===== src/verilog/wwd_pkg.sv =====
// constants, register map and state types of the windowed watchdog
// assumes one 20 MHz bus clock; the watchdog tick clock arrives as a level on a pin
// What this block does
// - with run enable clear the watchdog stays idle: no interrupts, no resets
// - run enable, no reset select: warning match sets flag and interrupt, never resets
// - run enable with reset select: warning interrupt, and reset at count zero
// - with window protect, feeding above the window value forces a reset or interrupt and sets timeout
// - with window protect, writing reload with count at or above warning or window resets or interrupts, sets timeout
// - each completed feed loads the counter from the reload constant
// - reload constant is 24 bits in the low field, resets to 0x00FFFF
// - writes below 0xFF store 0xFF instead
// - the counter steps once every four watchdog tick clocks
// - software writes 0xAA then 0x55; the pair reloads and starts the counter
// - run enable alone does not arm; feed errors ignored until first feed
// - after 0xAA any other watchdog register access causes reset or interrupt and sets timeout
// - a bad-access reset appears by the second bus clock after the access
// - counter readback returns the 24-bit count, reset value 0x0000FF
// - readback capture lags the live count by one bus clock
// - warning interrupt rises after the tick following the warning match
// - warning match needs low 10 bits equal and all higher bits zero
package wwd_pkg;
    localparam logic [31:0] WWD_OFS_MODE = 32'h4000_4000;
    localparam logic [31:0] WWD_OFS_RELOAD = 32'h4000_4004;
    localparam logic [31:0] WWD_OFS_FEED = 32'h4000_4008;
    localparam logic [31:0] WWD_OFS_COUNT = 32'h4000_400C;
    localparam logic [31:0] WWD_OFS_WARN = 32'h4000_4014;
    localparam logic [31:0] WWD_OFS_WINDOW = 32'h4000_4018;
    localparam logic [31:0] WWD_OFS_IRQ_STAT = 32'h4000_401C;
    localparam logic [31:0] WWD_OFS_IRQ_MASK = 32'h4000_4020;
    localparam logic [23:0] WWD_RELOAD_RST = 24'h00FFFF;
    localparam logic [23:0] WWD_RELOAD_MIN = 24'h0000FF;
    localparam logic [23:0] WWD_COUNT_RST = 24'h0000FF;
    localparam logic [23:0] WWD_WINDOW_RST = 24'hFFFFFF;
    localparam logic [9:0] WWD_WARN_RST = 10'h000;
    localparam logic [7:0] WWD_FEED_KEY1 = 8'hAA;
    localparam logic [7:0] WWD_FEED_KEY2 = 8'h55;
    localparam logic [1:0] WWD_TICK_DIV = 2'h3;
    // mode register bits
    localparam int WWD_MOD_EN = 0;
    localparam int WWD_MOD_RST = 1;
    localparam int WWD_MOD_TOF = 2;
    localparam int WWD_MOD_INT = 3;
    localparam int WWD_MOD_PROT = 4;
    // irq status / mask bits
    localparam int WWD_IRQ_WARN = 0;
    localparam int WWD_IRQ_ERR = 1;
    localparam int WWD_IRQ_W = 2;

    typedef enum logic [1:0] {
        WWD_FEED_IDLE = 2'b01,
        WWD_FEED_HALF = 2'b10
    } wwd_feed_t;

    typedef struct packed {
        logic [31:0] addr;
        logic [31:0] wdata;
        logic wr;
        logic rd;
    } wwd_bus_req_t;

    typedef struct packed {
        logic [1:0] tick_sync;
        logic tick_prev;
        logic [1:0] tick_div;
        logic en;
        logic rst_sel;
        logic prot;
        logic tof;
        logic warn_flag;
        logic armed;
        wwd_feed_t feed;
        logic [23:0] reload;
        logic [23:0] count;
        logic [23:0] count_rb;
        logic [9:0] warn;
        logic [23:0] window;
        logic warn_hit;
        logic [WWD_IRQ_W-1:0] irq_stat;
        logic [WWD_IRQ_W-1:0] irq_mask;
        logic rst_req;
        logic [31:0] rdata;
    } wwd_state_t;
endpackage


===== src/verilog/wwd_top.sv =====
// windowed watchdog: tick-clock counter, feed sequence, window checks, readback
// assumes tick clock well below the bus clock; it is sampled as a level
`timescale 1ns/1ps
module wwd_top
    import wwd_pkg::*;
(
    input wire logic clk,
    input wire logic rst_b,
    input wire logic tick_clk_in,
    input wire wwd_bus_req_t bus_req,
    output logic [31:0] bus_rdata,
    output logic irq,
    output logic chip_reset_req
);
    logic [1:0] rst_sync_ff;
    logic rst_int_b;
    wwd_state_t st_ff;
    wwd_state_t nxt_st;

    always_ff @(posedge clk or negedge rst_b)
    begin
        if (!rst_b)
        begin
            rst_sync_ff <= 2'h0;
        end
        else
        begin
            rst_sync_ff <= {rst_sync_ff[0], 1'b1};
        end
    end
    assign rst_int_b = rst_sync_ff[1];

    logic tick_rise;
    logic step;
    logic hit_mode, hit_reload, hit_feed, hit_count, hit_warn, hit_window;
    logic hit_stat, hit_mask;
    logic feed_done, feed_bad, bad_access;
    logic above_window;
    logic [23:0] wr_reload;
    logic fault;
    logic warn_match;
    logic hit_any;

    always_comb
    begin
        tick_rise = st_ff.tick_sync[1] & ~st_ff.tick_prev;
        // four tick clocks per counter step
        step = tick_rise && (st_ff.tick_div == WWD_TICK_DIV);
        hit_mode = bus_req.addr == WWD_OFS_MODE;
        hit_reload = bus_req.addr == WWD_OFS_RELOAD;
        hit_feed = bus_req.addr == WWD_OFS_FEED;
        hit_count = bus_req.addr == WWD_OFS_COUNT;
        hit_warn = bus_req.addr == WWD_OFS_WARN;
        hit_window = bus_req.addr == WWD_OFS_WINDOW;
        hit_stat = bus_req.addr == WWD_OFS_IRQ_STAT;
        hit_mask = bus_req.addr == WWD_OFS_IRQ_MASK;
        feed_done = st_ff.feed == WWD_FEED_HALF && bus_req.wr && hit_feed
            && bus_req.wdata[7:0] == WWD_FEED_KEY2;
        // any other watchdog access between the keys breaks the sequence
        feed_bad = st_ff.feed == WWD_FEED_HALF && (bus_req.wr || bus_req.rd)
            && (hit_mode | hit_reload | hit_feed | hit_count | hit_warn | hit_window
            | hit_stat | hit_mask) && !feed_done;
        above_window = st_ff.count > st_ff.window;
        hit_any = hit_mode | hit_reload | hit_feed | hit_count | hit_warn | hit_window
            | hit_stat | hit_mask;
        // upper count bits must be clear for a match
        warn_match = st_ff.count == {14'h0, st_ff.warn};
        // floor on the reload constant
        wr_reload = (bus_req.wdata[23:0] < WWD_RELOAD_MIN) ? WWD_RELOAD_MIN
            : bus_req.wdata[23:0];
        nxt_st = st_ff;
        nxt_st.tick_sync = {st_ff.tick_sync[0], tick_clk_in};
        nxt_st.tick_prev = st_ff.tick_sync[1];
        nxt_st.rst_req = 1'b0;
        fault = 1'b0;
        if (tick_rise)
        begin
            nxt_st.tick_div = st_ff.tick_div + 2'h1;
        end
        if (bus_req.wr && hit_mode)
        begin
            nxt_st.en = bus_req.wdata[WWD_MOD_EN];
            nxt_st.rst_sel = bus_req.wdata[WWD_MOD_RST];
            nxt_st.prot = bus_req.wdata[WWD_MOD_PROT];
            // clears come first so that a set in the same cycle wins
            if (bus_req.wdata[WWD_MOD_TOF])
            begin
                nxt_st.tof = 1'b0;
            end
            if (bus_req.wdata[WWD_MOD_INT])
            begin
                nxt_st.warn_flag = 1'b0;
            end
            if (!bus_req.wdata[WWD_MOD_EN])
            begin
                nxt_st.armed = 1'b0;
            end
        end
        if (bus_req.wr && hit_reload)
        begin
            nxt_st.reload = wr_reload;
            // early change of reload: count not yet below both limits
            if (st_ff.prot && st_ff.armed && (st_ff.count >= st_ff.window
                || st_ff.count >= {14'h0, st_ff.warn}))
            begin
                fault = 1'b1;
            end
        end
        if (bus_req.wr && hit_warn)
        begin
            nxt_st.warn = bus_req.wdata[9:0];
        end
        if (bus_req.wr && hit_window)
        begin
            nxt_st.window = bus_req.wdata[23:0];
        end
        if (bus_req.wr && hit_mask)
        begin
            nxt_st.irq_mask = bus_req.wdata[WWD_IRQ_W-1:0];
        end
        if (bus_req.wr && hit_stat)
        begin
            nxt_st.irq_stat = st_ff.irq_stat & ~bus_req.wdata[WWD_IRQ_W-1:0];
        end
        // feed key tracking
        if (st_ff.feed == WWD_FEED_IDLE)
        begin
            if (bus_req.wr && hit_feed && bus_req.wdata[7:0] == WWD_FEED_KEY1)
            begin
                nxt_st.feed = WWD_FEED_HALF;
            end
        end
        else if (feed_done || feed_bad)
        begin
            nxt_st.feed = WWD_FEED_IDLE;
        end
        // errors before the first feed are ignored
        if (feed_bad && st_ff.en && st_ff.armed)
        begin
            fault = 1'b1;
        end
        // counter runs down once armed and holds at zero
        if (step && st_ff.armed && st_ff.en && st_ff.count != 24'h0)
        begin
            nxt_st.count = st_ff.count - 24'h1;
        end
        // the match is taken on the first tick edge after the count reaches it
        if (tick_rise)
        begin
            nxt_st.warn_hit = warn_match;
        end
        // warn_hit stops one long match from setting the flag again after a clear
        if (tick_rise && warn_match && !st_ff.warn_hit && st_ff.en && st_ff.armed)
        begin
            nxt_st.warn_flag = 1'b1;
            nxt_st.irq_stat[WWD_IRQ_WARN] = 1'b1;
        end
        if (step && st_ff.en && st_ff.armed && st_ff.count == 24'h0)
        begin
            fault = 1'b1;
        end
        if (feed_done)
        begin
            nxt_st.count = st_ff.reload;
            nxt_st.warn_hit = 1'b0;
            if (st_ff.en)
            begin
                nxt_st.armed = 1'b1;
            end
            // a feed above the window counts as a fault
            if (st_ff.prot && st_ff.armed && above_window)
            begin
                fault = 1'b1;
            end
        end
        if (fault && st_ff.en)
        begin
            nxt_st.tof = 1'b1;
            nxt_st.irq_stat[WWD_IRQ_ERR] = 1'b1;
            // reset issued next cycle, inside the two-clock limit
            nxt_st.rst_req = st_ff.rst_sel;
        end
        // readback copy refreshed every bus clock; lag stays within bounds
        nxt_st.count_rb = st_ff.count;
        nxt_st.rdata = 32'h0;
        if (bus_req.rd)
        begin
            if (hit_mode)
            begin
                nxt_st.rdata = {27'h0, st_ff.prot, st_ff.warn_flag, st_ff.tof,
                    st_ff.rst_sel, st_ff.en};
            end
            else if (hit_reload)
            begin
                nxt_st.rdata = {8'h0, st_ff.reload};
            end
            else if (hit_count)
            begin
                nxt_st.rdata = {8'h0, st_ff.count_rb};
            end
            else if (hit_warn)
            begin
                nxt_st.rdata = {22'h0, st_ff.warn};
            end
            else if (hit_window)
            begin
                nxt_st.rdata = {8'h0, st_ff.window};
            end
            else if (hit_stat)
            begin
                nxt_st.rdata = {30'h0, st_ff.irq_stat};
            end
            else if (hit_mask)
            begin
                nxt_st.rdata = {30'h0, st_ff.irq_mask};
            end
        end
    end

    always_ff @(posedge clk or negedge rst_int_b)
    begin
        if (!rst_int_b)
        begin
            st_ff <= '0;
            st_ff.feed <= WWD_FEED_IDLE;
            st_ff.reload <= WWD_RELOAD_RST;
            st_ff.count <= WWD_COUNT_RST;
            st_ff.count_rb <= WWD_COUNT_RST;
            st_ff.warn <= WWD_WARN_RST;
            st_ff.window <= WWD_WINDOW_RST;
        end
        else
            st_ff <= nxt_st;
    end

    assign bus_rdata = st_ff.rdata;
    // level interrupt while any unmasked sticky bit is set
    assign irq = |(st_ff.irq_stat & st_ff.irq_mask);
    assign chip_reset_req = st_ff.rst_req;
endmodule


===== config.mk =====
export PLATFORM = sky130hd
export DESIGN_NAME = wwd_top
export DESIGN_NICKNAME = d
export VERILOG_FILES = /design/src/verilog/wwd_pkg.sv /design/src/verilog/wwd_top.sv
export SDC_FILE = /design/constraint.sdc
export NUM_CORES = 1
export LEC_CHECK = 0
export ABC_CLOCK_PERIOD_IN_PS = 14200
export BUFFER_PORTS_ARGS = -buffer_cell sky130_fd_sc_hd__buf_2
export CAP_MARGIN = 10
export CORE_MARGIN = 8
export CORE_UTILIZATION = 37
export CTS_CLUSTER_DIAMETER = 100
export DETAILED_ROUTE_END_ITERATION = 10
export HOLD_SLACK_MARGIN = 0.12
export PLACE_DENSITY = 0.52
export SLEW_MARGIN = 40
export SYNTH_ARGS = -nofsm -noshare
export SYNTH_HDL_FRONTEND = slang
export SYNTH_SLANG_ARGS = --single-unit

===== constraint.sdc =====
create_clock -name clk -period 14.2 [get_ports clk]
set_clock_uncertainty 0.15 [all_clocks]
set_input_delay 1.42 -clock clk [delete_from_list [all_inputs] [get_ports clk]]
set_output_delay 1.42 -clock clk [all_outputs]
set_load 0.01 [all_outputs]

Yosys cells after proc, flatten, opt, wreduce, memory -nomap -nowiden

Index checks and enable logic that the tools add are counted.

Bits in registers: 159
Word-level logic and storage cells: 140
Bits in latches: 0
Memories: 0
Memory bits (writable): 0
ROM bits: 0

Mux-type cells: 34
Div/mod/pow operators: 0
$lt $le $gt $ge: 4
Eq/ne operators: 15
Add/subtract/negate cells: 2
Multiply operators: 0
Shift operators: 0
Reductions and logical operators: 51
Bitwise gates (word level): 12

Operators with widths:

| cell                                                                    | count |
|---|---|
| 32-bit by 31-bit equality test with 1-bit output, second input constant | 8 |
| 24-bit 2-to-1 mux                                                       | 9 |
| 1-bit logical AND                                                       | 31 |
| 24-bit by 10-bit equality test with 1-bit output                        | 1 |
| 24-bit by 10-bit >= comparator with 1-bit output                        | 1 |
| 24-bit >= comparator                                                    | 1 |
| 24-bit > comparator                                                     | 1 |
| 24-bit zero test                                                        | 1 |
| 24-bit by 8-bit < comparator with 1-bit output, second input constant   | 1 |
| 24-bit nonzero test                                                     | 1 |
| 24-bit by 1-bit subtractor with 24-bit output, second input constant    | 1 |
| 1-bit 2-to-1 mux                                                        | 18 |
| 2-bit nonzero test                                                      | 9 |
| 2-bit 2-to-1 mux                                                        | 6 |
| 8-bit by 7-bit equality test with 1-bit output, second input constant   | 1 |
| 8-bit equality test, second input constant                              | 1 |
| 1-bit OR                                                                | 7 |
| 2-bit AND reduction                                                     | 3 |
| 2-bit AND                                                               | 2 |
| 2-bit equality test, second input constant                              | 2 |
| 1-bit logical OR                                                        | 3 |
| 3-bit 2-to-1 mux                                                        | 1 |
| 2-bit by 1-bit adder with 2-bit output, second input constant           | 1 |
| 2-bit by 1-bit equality test with 1-bit output, second input constant   | 1 |
| 6 further kinds                                                         | 7 |

Depth between registers and ports, before layout

Gate-level depths: netlist (run 1).

Depth in word-level cells: 19
Mapped depth: 9

Worst setup path after synthesis (run 1)

Ideal clock, no wire load.

Kind: in2reg
Start point: in bus_req[51] (netlist bit)
End point: reg st_ff[136] (netlist bit)
Setup slack: 10,420 ps
Setup time: 125 ps
Stages on the path: 7
Arrival: 3,505 ps
Required time: 13,925 ps
Cells stage by stage: nor4b_1 nand4_1 nor4_1 and2_0 clkbuf_1 buf_2 mux2_2

Cells in the longest elaborated chain, start to end: 2

Ends and longest elaborated chain:

| item                                             | RTL line       | source |
|---|---|---|
| start, declared                                  | wwd_top.sv:10  | `input wire wwd_bus_req_t bus_req,` |
| 32-bit by 31-bit equality test with 1-bit output | wwd_top.sv:50  | `hit_reload = bus_req.addr == WWD_OFS_RELOAD;` |
| 1-bit logical AND                                | wwd_top.sv:99  | `if (bus_req.wr && hit_reload)` |
| end signal, assigned                             | wwd_top.sv:233 | `st_ff <= nxt_st;` |
| end, declared                                    | wwd_top.sv:17  | `wwd_state_t st_ff;` |

Every way passes these cells.
A chain may end at the register's enable or synchronous reset.

==> results of run 1 <==
[through the flow]
| step | power (uW) | util [%] |
|---|---|---|
| finish | 949 | 43.3 |
| global route | 987 | 43.3 |
| CTS | 961 | 43.3 |
| detailed placement | 479 | 40.2 |
| global placement | 477 | 40.0 |
| floorplan | 461 | - |
[worst max-delay path by stage]
stage                               end  slack [ns]  cells past startpoint
2_1_floorplan    bus_rdata[0]$_DFF_PN0_        9.63                      0
3_3_place_gp      st_ff[69]$_DFFE_PN0P_        9.46                      6
3_5_place_dp   chip_reset_req$_DFF_PN0_        9.76                      9
4_1_cts        chip_reset_req$_DFF_PN0_       10.20                      9
5_1_grt           st_ff[36]$_DFFE_PN0P_        9.97                      9
6_report       chip_reset_req$_DFF_PN0_       10.24                      9
[cell usage after synthesis (19+ instances only)]
cell type	instances	area [um^2]
a222oi_1	19	190
buf_4	32	240
dfrtp_1	94	2350
dfstp_2	57	1500
ha_1	36	450
inv_1	38	143
mux2_2	62	698
nand2_1	58	218
nor2_1	50	188
nor3_1	22	110
o21ai_0	22	110
xnor2_1	19	166
[power by group]
group	switching (uW)	internal (uW)
Combinational	22.3	11.7
Clock	180	298
Sequential	2.43	435
[metal layers]
layer | up-vias | GRT usage [%] | wire [um]
li1 | 2570 | - | -
met1 | 2780 | 21.4 | 9420
met2 | 171 | 25.6 | 9490
met3 | 23 | 4.50 | 1090
met4 | 0 | 5.06 | 314
met5 | - | 0 | 0
[cell families after synthesis]
logic type	after synthesis
AO/OA/AOI/OAI	106
XOR/XNOR	22
adder cells (fa/ha/maj)	36
buffers and inverters	97
flip-flops	151
multiplexers	63
other	2
AND/OR/NAND/NOR	210
[flip-flops by register name (all words and copies together) (netlist names)]
signal and flops:
bus_rdata 24, chip_reset_req 1, nxt_st 26, rst_sync_ff 2
st_ff 98
[area by class of cell]
type	instances	area [um^2]	share of cell area (%)
inverter	38	143	1.63
tap	270	338	3.86
clock inverter	12	175	2.00
sequential	151	3850	44.1
multi-input combinational	446	3290	37.6
timing repair buffer	94	500	5.72
clock buffer	20	447	5.11
==> flow_summary_export.csv, run 1 <==
group,metric,value,unit
outcome,run_status,"finished, final reports clean",
yosys,synthAdderAreaFrac,5.95,%
finish,post_layout_nonfiller_instances,1031,
timing,setup_total_negative_slack,0,ns
timing,slew_headroom,49.7,%
floorplanning,starting_utilization_of_the_core_area,37.5,%
yosys,synth-edff-count,0,
timing,grt_setup_unrepaired,"false",
timing,min_period_over_period,27.9,%
grt,total_routing_usage_gr,16.3,%
yosys,synth_xor_xnor_area_share,2.55,%
finish,post_route_cells_drive_above_1_share,33.9,%
place,hpwlAfterDp,13800,um
finish,antenna_cells,0,
finish,layout-area-overhead-vs-synth,15.6,%
place,gp_routability_congestion,0.834,
grt,grt_first_pass_wirelength,32600,um
clock_tree,clkLatencyLatePin,0.43,ns
drt,post_route_drc_violation_count,0,
critical_path,worst_setup_path_start_kind,"input pin",
yosys,async_flop_share,100,%
clock_tree,total_number_of_h_tree_levels,4,
floorplanning,dieWidth,159,um
floorplanning,core_area,20200,um^2
critical_path,cp_cell_sequence,"buf_2 > nor4b_1 > nand4_1 > nor4_2 > buf_4 > nand2_1 > a311oi_1 > a211oi_1 > nor2b_1",
place,post_place_cells,998,
clock_tree,cts-resized-gates,0,
finish,fill_cells,1946,
clock_tree,post_cts.repair.setup_buffers,0,
clock_tree,tritoncts_buffer_count,17,
yosys,yosys.area_share.simple,14.3,%
place,dpl-instance-area,8100,um^2
finish,design.final.nets,853,
timing,hold-worst-slack,0.175,ns
critical_path,setup.reg_to_reg.worst_slack,11.07,ns
yosys,synth.avg_cell_area,11.0,um^2
timing,setup_ws,10.24,ns
critical_path,max_stage_delay,0.42,ns
clock_tree,cts_tree,"built",
critical_path,critPathCaptureType,"flip-flop",
grt,congestion_overflow_gr,0,
power_and_ir_drop,vdd_ir_drop_max,0.0000888,V
clock_tree,post_cts_hold_buffer_count,1,
yosys,netlist-cell-type-count,64,
job,drv.max_cap_violation_count,0,
grt,grt_pass1_vias,5890,
timing,fmax,252,MHz
clock_tree,clk_path_buf_depth,2,
critical_path,arrival,4.17,ns
critical_path,critical-path-top-delay-family,"simple AND/OR/NAND/NOR gates",
place,place_ws,9.76,ns
timing,period_needed,3.96,ns
drt,wirelength,20300,um
drt,routed-via-count,5544,
min_path,worst_hold_path_type,"reg -> async",
critical_path,path_buf_inv,2,
drt,final_antenna_net_count,0,
yosys,synth_compound_gate_area_share,10.3,%
yosys,number_of_instances_in_the_synthesized_netlist,687,
clock_tree,cts_sinks,151,
drt,wire_per_inst,19.7,um
critical_path,worst_r2r_path_depth,7,
critical_path,critical_path.reg2reg.endpoint,"nxt_st[85]$_DFFE_PN0P_",
yosys,syn-cell-area,7570,um^2
finish,layout.cells.most_common,"dfrtp_1",
grt,initial_antenna_violation_count,0,
timing,number_of_failing_setup_endpoints_in_the_final_timing_report,0,
yosys,ys.warnings.count,0,
critical_path,reg_to_reg_start,"nxt_st[84]$_DFFE_PN0P_",
critical_path,timing.critical_path.required,14.41,ns
drt,vias_per_cell,5.38,
critical_path,crit_path_top_delay_cell,"nand4_1",
floorplanning,dieHeight,159,um
yosys,post_synthesis_sequential_area_ratio,50.9,%
drt,drt_iter0_drc,377,
timing,slew_worst_pin,0.736,ns
clock_tree,clock_tree.root_cell,"clkbuf_16",
finish,commonest_non_fill_non_tap_cells_in_the_layout,"93 x dfrtp_1, 86 x buf_2, 62 x mux2_2",
finish,layout_cell_area_excl_fill,8740,um^2
critical_path,crit_start,"bus_req[47]",
yosys,synthMuxAreaShare,9.36,%
power_and_ir_drop,static-leakage-power,0.00362,uW
timing,timing.final.max_slew_violations,0,
timing,hold_fails_final_rpt,0,
floorplanning,number_of_placement_rows,52,
critical_path,critical_path.max_fanout,24,
drt,dr.pass1.iters,7,
grt,maximum_number_of_pins_on_one_net_before_global_route_repair,74,
critical_path,timing_worst_setup_path_type,"in -> reg",
yosys,postSynthRegisterBits,151,
yosys,main_combinational_cell_family_by_area_after_synthesis,"simple AND/OR/NAND/NOR gates",
floorplanning,design.die.area,25300,um^2
clock_tree,path_clk_slew,0.06,ns
yosys,synth_ff_type,"dfrtp_1",
floorplanning,pin_count,103,
place,buffer_ports.inserted,86,
power_and_ir_drop,power-per-cell-area,109,nW/um^2
(Power assumes the default switching activity.)
==> run 2, diff against run 1 <==
--- a/config.mk
+++ b/config.mk
@@ -5,7 +5,8 @@
 export SDC_FILE = /design/constraint.sdc
 export NUM_CORES = 1
 export LEC_CHECK = 0
-export ABC_CLOCK_PERIOD_IN_PS = 14200
+export ABC_AREA = 1
+export ABC_CLOCK_PERIOD_IN_PS = 4000
 export BUFFER_PORTS_ARGS = -buffer_cell sky130_fd_sc_hd__buf_2
 export CAP_MARGIN = 10
 export CORE_MARGIN = 8
==> constraint.sdc (replaced) <==
create_clock -name clk -period 4 [get_ports clk]
set_clock_uncertainty 0.15 [all_clocks]
set_input_delay 0.4 -clock clk [delete_from_list [all_inputs] [get_ports clk]]
set_output_delay 0.4 -clock clk [all_outputs]
set_load 0.01 [all_outputs]
==> run 2 against run 1 <==
Synthesized area rose by 10%; utilization fell by 0.16 points; combinational power rose to 4.4 times the previous value; total power rose to 3.6 times the previous value; flip-flop and latch count did not move; register-to-register slack got worse by 9.8 ns; non-clock buffer count rose by 15; wire length rose by 13%.
==> flow_summary_export.csv, run 2 <==
group,metric,value,unit
finish,post_route_cells_drive_above_1_share,19.9,%
finish,post_layout_nonfiller_instances,1402,
finish,fill_cells,2260,
floorplanning,number_of_placement_rows,55,
finish,design.final.nets,1209,
grt,initial_antenna_violation_count,0,
clock_tree,cts_sinks,151,
clock_tree,post_cts.repair.setup_buffers,0,
power_and_ir_drop,p_total,3420,uW
timing,timing.final.max_slew_violations,0,
timing,slew_worst_pin,0.771,ns
critical_path,worst_setup_path_start_kind,"flip-flop",
yosys,postSynthRegisterBits,151,
yosys,netlist-cell-type-count,42,
critical_path,timing.critical_path.required,4.14,ns
outcome,run_status,"finished, final reports clean",
clock_tree,clkLatencyLatePin,0.43,ns
clock_tree,total_number_of_h_tree_levels,4,
yosys,async_flop_share,100,%
critical_path,cp_cell_sequence,"inv_1 > ha_1 > inv_1 > nor2_1 > nand4_1 > nor2_1 > nand2_1 > nand2_1 > inv_2 > nand2_2 > inv_2 > a22oi_1 > o21ai_0",
clock_tree,clock_tree.root_cell,"clkbuf_16",
min_path,worst_hold_path_type,"reg -> async",
drt,drt_iter0_drc,495,
yosys,synth.avg_cell_area,8.14,um^2
drt,wirelength,22900,um
place,buffer_ports.inserted,86,
grt,maximum_number_of_pins_on_one_net_before_global_route_repair,70,
yosys,synth-edff-count,0,
critical_path,max_stage_delay,0.37,ns
finish,layout.cells.most_common,"nand2_1",
drt,dr.pass1.iters,5,
floorplanning,dieWidth,166,um
place,gp_routability_congestion,0.843,
finish,commonest_non_fill_non_tap_cells_in_the_layout,"200 x nand2_1, 135 x inv_1, 102 x nor2_1",
floorplanning,design.die.area,27600,um^2
yosys,ys.warnings.count,0,
finish,antenna_cells,0,
grt,total_routing_usage_gr,17.0,%
timing,grt_setup_unrepaired,"false",
clock_tree,tritoncts_buffer_count,17,
yosys,synthMostInstantiatedCell,"nand2_1",
yosys,synth_largest_type_area_fraction,28.2,%
yosys,ys_top_cells_by_count,"200 x nand2_1, 135 x inv_1, 102 x nor2_1",
finish,layout-area-overhead-vs-synth,15.7,%
timing,setup_total_negative_slack,0,ns
timing,min_period_over_period,68.2,%
drt,routed-via-count,6917,
critical_path,critPathCaptureType,"flip-flop",
timing,number_of_failing_setup_endpoints_in_the_final_timing_report,0,
critical_path,timing_worst_setup_path_type,"reg -> reg",
floorplanning,pin_count,103,
power_and_ir_drop,vdd_ir_drop_max,0.000188,V
grt,grt_pass1_vias,6910,
critical_path,critical_path.max_fanout,11,
yosys,synthDominantAreaCellType,"dfrtp_1",
power_and_ir_drop,static-leakage-power,0.00445,uW
yosys,syn-cell-area,8350,um^2
job,drv.max_cap_violation_count,0,
place,hpwlAfterDp,17000,um
yosys,synth_ff_type,"dfrtp_1",
drt,post_route_drc_violation_count,0,
drt,wire_per_inst,16.4,um
finish,registers.top_by_ff_count,"st_ff",
clock_tree,path_clk_slew,0.07,ns
clock_tree,cts_tree,"built",
yosys,most_area_consuming_cells_after_synthesis,"dfrtp_1 28%, dfstp_2 18%, nand2_1 9.0%",
place,post_place_cells,1353,
timing,fmax,367,MHz
floorplanning,starting_utilization_of_the_core_area,37.3,%
drt,vias_per_cell,4.93,
finish,largest_register_ffs,98,
grt,congestion_overflow_gr,0,
grt,grt_first_pass_wirelength,37600,um
timing,hold_fails_final_rpt,0,
floorplanning,core_area,22400,um^2
critical_path,arrival,2.87,ns
drt,final_antenna_net_count,0,
critical_path,crit_path_top_delay_cell,"dfstp_2",
clock_tree,clk_path_buf_depth,2,
yosys,number_of_instances_in_the_synthesized_netlist,1025,
floorplanning,dieHeight,166,um
yosys,post_synthesis_sequential_area_ratio,46.1,%
power_and_ir_drop,power-per-cell-area,354,nW/um^2
timing,period_needed,2.73,ns
timing,slew_headroom,48.1,%
run 2: changes by cell type after synthesis, moves of 14 or more:
cell      delta
nand2_1    +142
inv_1       +97
o21ai_0     +64
mux2_2      -62
nor2_1      +52
a21oi_1     +33
nand3_1     +25
a222oi_1    -19
xnor2_1     -19
o211ai_1    +17
nor4_1      -14
run 2: stage by stage:
step                setup slack (ns)  utilization [%]  cell area, um^2  hold WS (ns)
global placement                1.20             39.6             8850        0.0355
floorplan                       1.40                -             8370       -0.0456
global route                   0.997             43.2             9660         0.144
finish                          1.27             43.2             9660         0.119
CTS                             1.27             43.1             9650         0.123
detailed placement              1.23             39.6             8860        0.0383
run 2: logic make-up after synthesis:
logic type / synth area share (%)
AND/OR/NAND/NOR: 22.7
XOR/XNOR: 1.68
buffers and inverters: 11.1
adder cells (fa/ha/maj): 5.40
flip-flops: 46.1
AO/OA/AOI/OAI: 12.8
other: 0.0900
run 2: report_power, final:
group          internal, uW  switching, uW  leakage, uW  total (uW)
Clock                  1020            702     0.000306        1720
Combinational          54.1           95.4      0.00234         149
Sequential             1540           12.8      0.00180        1560
run 2: per-layer routing:
| metal | vias to the layer above | part of all wire, % | track usage (%) |
|---|---|---|---|
| li1 | 3472 | - | - |
| met3 | 26 | 3.5 | 2.97 |
| met5 | - | 0 | 0 |
| met1 | 3304 | 49 | 23.2 |
| met4 | 0 | 1.5 | 4.43 |
| met2 | 115 | 46 | 27.2 |
run 2: path summary, 6_finish.rpt:
path,cells after the start,slack [ns],to,start
max in group asynchronous,1,2.54,bus_rdata[2]$_DFF_PN0_,rst_sync_ff[1]$_DFF_PN0_
min in group clk,3,0.14,bus_rdata[2]$_DFF_PN0_,bus_req[0]
hold reg to reg,0,0.12,st_ff[138]$_DFFE_PN0P_,rst_sync_ff[1]$_DFF_PN0_
setup / recovery,13,1.27,nxt_st[86]$_DFFE_PN0P_,nxt_st[72]$_DFFE_PN1P_
setup reg to reg,13,1.27,nxt_st[86]$_DFFE_PN0P_,nxt_st[72]$_DFFE_PN1P_
hold / removal,0,0.12,st_ff[138]$_DFFE_PN0P_,rst_sync_ff[1]$_DFF_PN0_
run 2: layout make-up:
class | instances | area, um^2 | share of cell area [%]
Multi-Input combinational cell | 677 | 3610 | 37.4
Clock inverter | 14 | 183 | 1.89
Tap cell | 285 | 357 | 3.69
Inverter | 148 | 561 | 5.80
Timing Repair Buffer | 109 | 658 | 6.81
Sequential cell | 151 | 3850 | 39.9
Clock buffer | 18 | 439 | 4.55
run 2: critical path: cells and delay by family (launching register included):
kind	cells	cell delay (ns)
AND/OR/NAND/NOR	6	1.06
buffers and inverters	4	0.57
flip-flops	1	0.37
AO/OA/AOI/OAI	2	0.25
adder cells (fa/ha/maj)	1	0.21
run 2: what timing repair did:
item / 4_1_cts / 5_1_grt
setup endpoints to repair: 0 / 0
resized for setup: 0 / 0
hold buffers: 17 / 0
hold endpoints to repair: 30 / 0
==> run 3, diff against run 2 <==
--- a/config.mk
+++ b/config.mk
@@ -6,7 +6,7 @@
 export NUM_CORES = 1
 export LEC_CHECK = 0
 export ABC_AREA = 1
-export ABC_CLOCK_PERIOD_IN_PS = 4000
+export ABC_CLOCK_PERIOD_IN_PS = 2850
 export BUFFER_PORTS_ARGS = -buffer_cell sky130_fd_sc_hd__buf_2
 export CAP_MARGIN = 10
 export CORE_MARGIN = 8
==> constraint.sdc (replaced) <==
create_clock -name clk -period 2.85 [get_ports clk]
set_clock_uncertainty 0.15 [all_clocks]
set_input_delay 0.285 -clock clk [delete_from_list [all_inputs] [get_ports clk]]
set_output_delay 0.285 -clock clk [all_outputs]
set_load 0.01 [all_outputs]
==> run 3 against run 2 <==
Sequential share of layout area down 0.48 points; die area is the same; clock power grew 22%; largest cell class unchanged.
==> flow_summary_export.csv, run 3 (synthesis results as in run 2) <==
group,metric,value,unit
timing,timing.final.max_slew_violations,0,
floorplanning,number_of_placement_rows,55,
drt,wire_per_inst,16.4,um
critical_path,cp_cell_sequence,"inv_1 > ha_1 > nand2_1 > nor2_1 > nand2_1 > nor2_1 > nand2_1 > nand3_1 > nand3_1 > nand2_1 > nand2_1 > nand3_1 > nand2_1 > nor2_1",
grt,maximum_number_of_pins_on_one_net_before_global_route_repair,55,
finish,commonest_non_fill_non_tap_cells_in_the_layout,"200 x nand2_1, 135 x inv_1, 102 x nor2_1",
clock_tree,path_clk_slew,0.06,ns
critical_path,worst_setup_path_start_kind,"flip-flop",
critical_path,timing.critical_path.required,3.05,ns
floorplanning,dieHeight,166,um
finish,layout.cells.most_common,"nand2_1",
critical_path,critical-path-top-delay-family,"simple AND/OR/NAND/NOR gates",
finish,design.final.nets,1232,
min_path,worst_hold_path_type,"in -> reg",
grt,globalRouteMet3Util,3.09,%
grt,initial_antenna_violation_count,0,
clock_tree,tritoncts_buffer_count,17,
grt,grt_first_pass_wirelength,38700,um
clock_tree,cts-resized-gates,0,
drt,dr.pass1.iters,7,
drt,wirelength,23400,um
timing,setup_total_negative_slack,0,ns
critical_path,reg_to_reg_start,"st_ff[61]$_DFFE_PN1P_",
critical_path,critical_path.reg2reg.endpoint,"chip_reset_req$_DFF_PN0_",
drt,vias_per_cell,4.95,
critical_path,worst_r2r_path_depth,14,
place,gp_routability_congestion,0.860,
place,hpwlAfterDp,17300,um
critical_path,path_buf_inv,1,
timing,slew_headroom,56.2,%
critical_path,cp.depth,14,
floorplanning,dieWidth,166,um
floorplanning,starting_utilization_of_the_core_area,37.3,%
clock_tree,total_number_of_h_tree_levels,4,
outcome,run_status,"finished, final reports clean",
grt,global_route.usage.met1,23.7,%
job,drv.max_cap_violation_count,0,
timing,slew_worst_pin,0.653,ns
finish,post_route_cells_drive_above_1_share,20.1,%
clock_tree,cts_sinks,151,
critical_path,setup.reg_to_reg.worst_slack,0.43,ns
finish,largest_register_ffs,98,
critical_path,crit_start,"st_ff[61]$_DFFE_PN1P_",
timing,min_period_over_period,85.0,%
drt,drt_iter0_drc,547,
floorplanning,pin_count,103,
critical_path,worst_setup_path_endpoint,"chip_reset_req$_DFF_PN0_",
timing,fmax,413,MHz
drt,final_antenna_net_count,0,
place,post_place_cells,1365,
timing,grt_setup_unrepaired,"false",
timing,number_of_failing_setup_endpoints_in_the_final_timing_report,0,
timing,hold_fails_final_rpt,0,
power_and_ir_drop,vdd_ir_drop_max,0.000354,V
grt,grt_most_used_layer,"met2",
clock_tree,clk_path_buf_depth,2,
place,buffer_ports.inserted,86,
timing,period_needed,2.42,ns
finish,registers.top_by_ff_count,"st_ff",
critical_path,timing_worst_setup_path_type,"reg -> reg",
grt,congestion_overflow_gr,0,
critical_path,critical_path.max_fanout,3,
finish,layout-area-overhead-vs-synth,17.2,%
critical_path,max_stage_delay,0.53,ns
drt,post_route_drc_violation_count,0,
clock_tree,cts_tree,"built",
drt,routed-via-count,7060,
critical_path,critPathCaptureType,"flip-flop",
finish,post_layout_nonfiller_instances,1425,
grt,grtUsageMet2,28.2,%
floorplanning,design.die.area,27600,um^2
power_and_ir_drop,static-leakage-power,0.00451,uW
grt,total_routing_usage_gr,17.4,%
power_and_ir_drop,power-per-cell-area,461,nW/um^2
clock_tree,clkLatencyLatePin,0.43,ns
critical_path,critPathMostFrequentCell,"nand2_1",
floorplanning,core_area,22400,um^2
critical_path,crit_path_top_delay_cell,"dfstp_2",
grt,grt_pass1_vias,7154,
finish,antenna_cells,0,
clock_tree,clock_tree.root_cell,"clkbuf_16",
critical_path,arrival,2.62,ns
## run 3: cell count changes in the layout (fill, tap and decap cells not counted), sizes merged, moves of 3 or more
cell and change:
buf +12, dlygate4sd3 +11, inv -6, clkbuf +4
bufinv -3, clkinv +3
## run 3: layout make-up
| cell class | count | area [um^2] |
|---|---|---|
| fill | 2249 | 12600 |
| sequential | 151 | 3850 |
| multi-input combinational | 677 | 3600 |
| timing repair buffer | 132 | 871 |
| inverter | 148 | 561 |
| clock buffer | 22 | 464 |
| tap | 285 | 357 |
| clock inverter | 10 | 72.6 |
## run 3: tightest hold or removal path, delay by kind of cell
| kind | cells | cell delay [ns] |
|---|---|---|
| buf+inv | 1 | 0.13 |
| simple gates | 4 | 0.28 |
## run 3: per-stage QoR
stage,hold slack [ns],worst slack (ns),instance area (um^2),util (%),total power (uW)
floorplan,-0.161,0.250,8370,-,2330
global placement,-0.0780,0.465,8950,40.0,2420
detailed placement,-0.0768,0.478,8960,40.1,2420
CTS,0.138,0.437,9780,43.7,4560
global route,0.154,0.199,9780,43.7,4700
finish,0.163,0.428,9780,43.7,4500
## run 3: worst min path at each step
stage,startpoint,to,slack (ns),cells after the start
CTS,bus_req[3],st_ff[145]$_DFFE_PN0P_,0.14,5
finish,bus_req[3],st_ff[145]$_DFFE_PN0P_,0.16,5
global placement,rst_b,rst_sync_ff[0]$_DFF_PN0_,-0.08,1
floorplan,rst_b,rst_sync_ff[0]$_DFF_PN0_,-0.16,0
detailed placement,rst_b,rst_sync_ff[0]$_DFF_PN0_,-0.08,1
global route,bus_req[3],st_ff[145]$_DFFE_PN0P_,0.15,5
## run 3: repair_timing
item | in CTS | in global routing
hold buffers | 28 | 0
buffers inserted | 0 | 0
hold endpoints to repair | 59 | 0
## run 3: per-layer routing
metal	part of all wire, %	vias to the layer above
met1	48	3370
met5	0	-
met2	47	146
li1	-	3515
met3	3.7	29
met4	1.5	0
## run 3: power by group
part / internal [uW] / switching, uW / total [uW]
clock network: 1160 / 935 / 2100
logic: 88.6 / 132 / 221
registers: 2170 / 22.0 / 2190
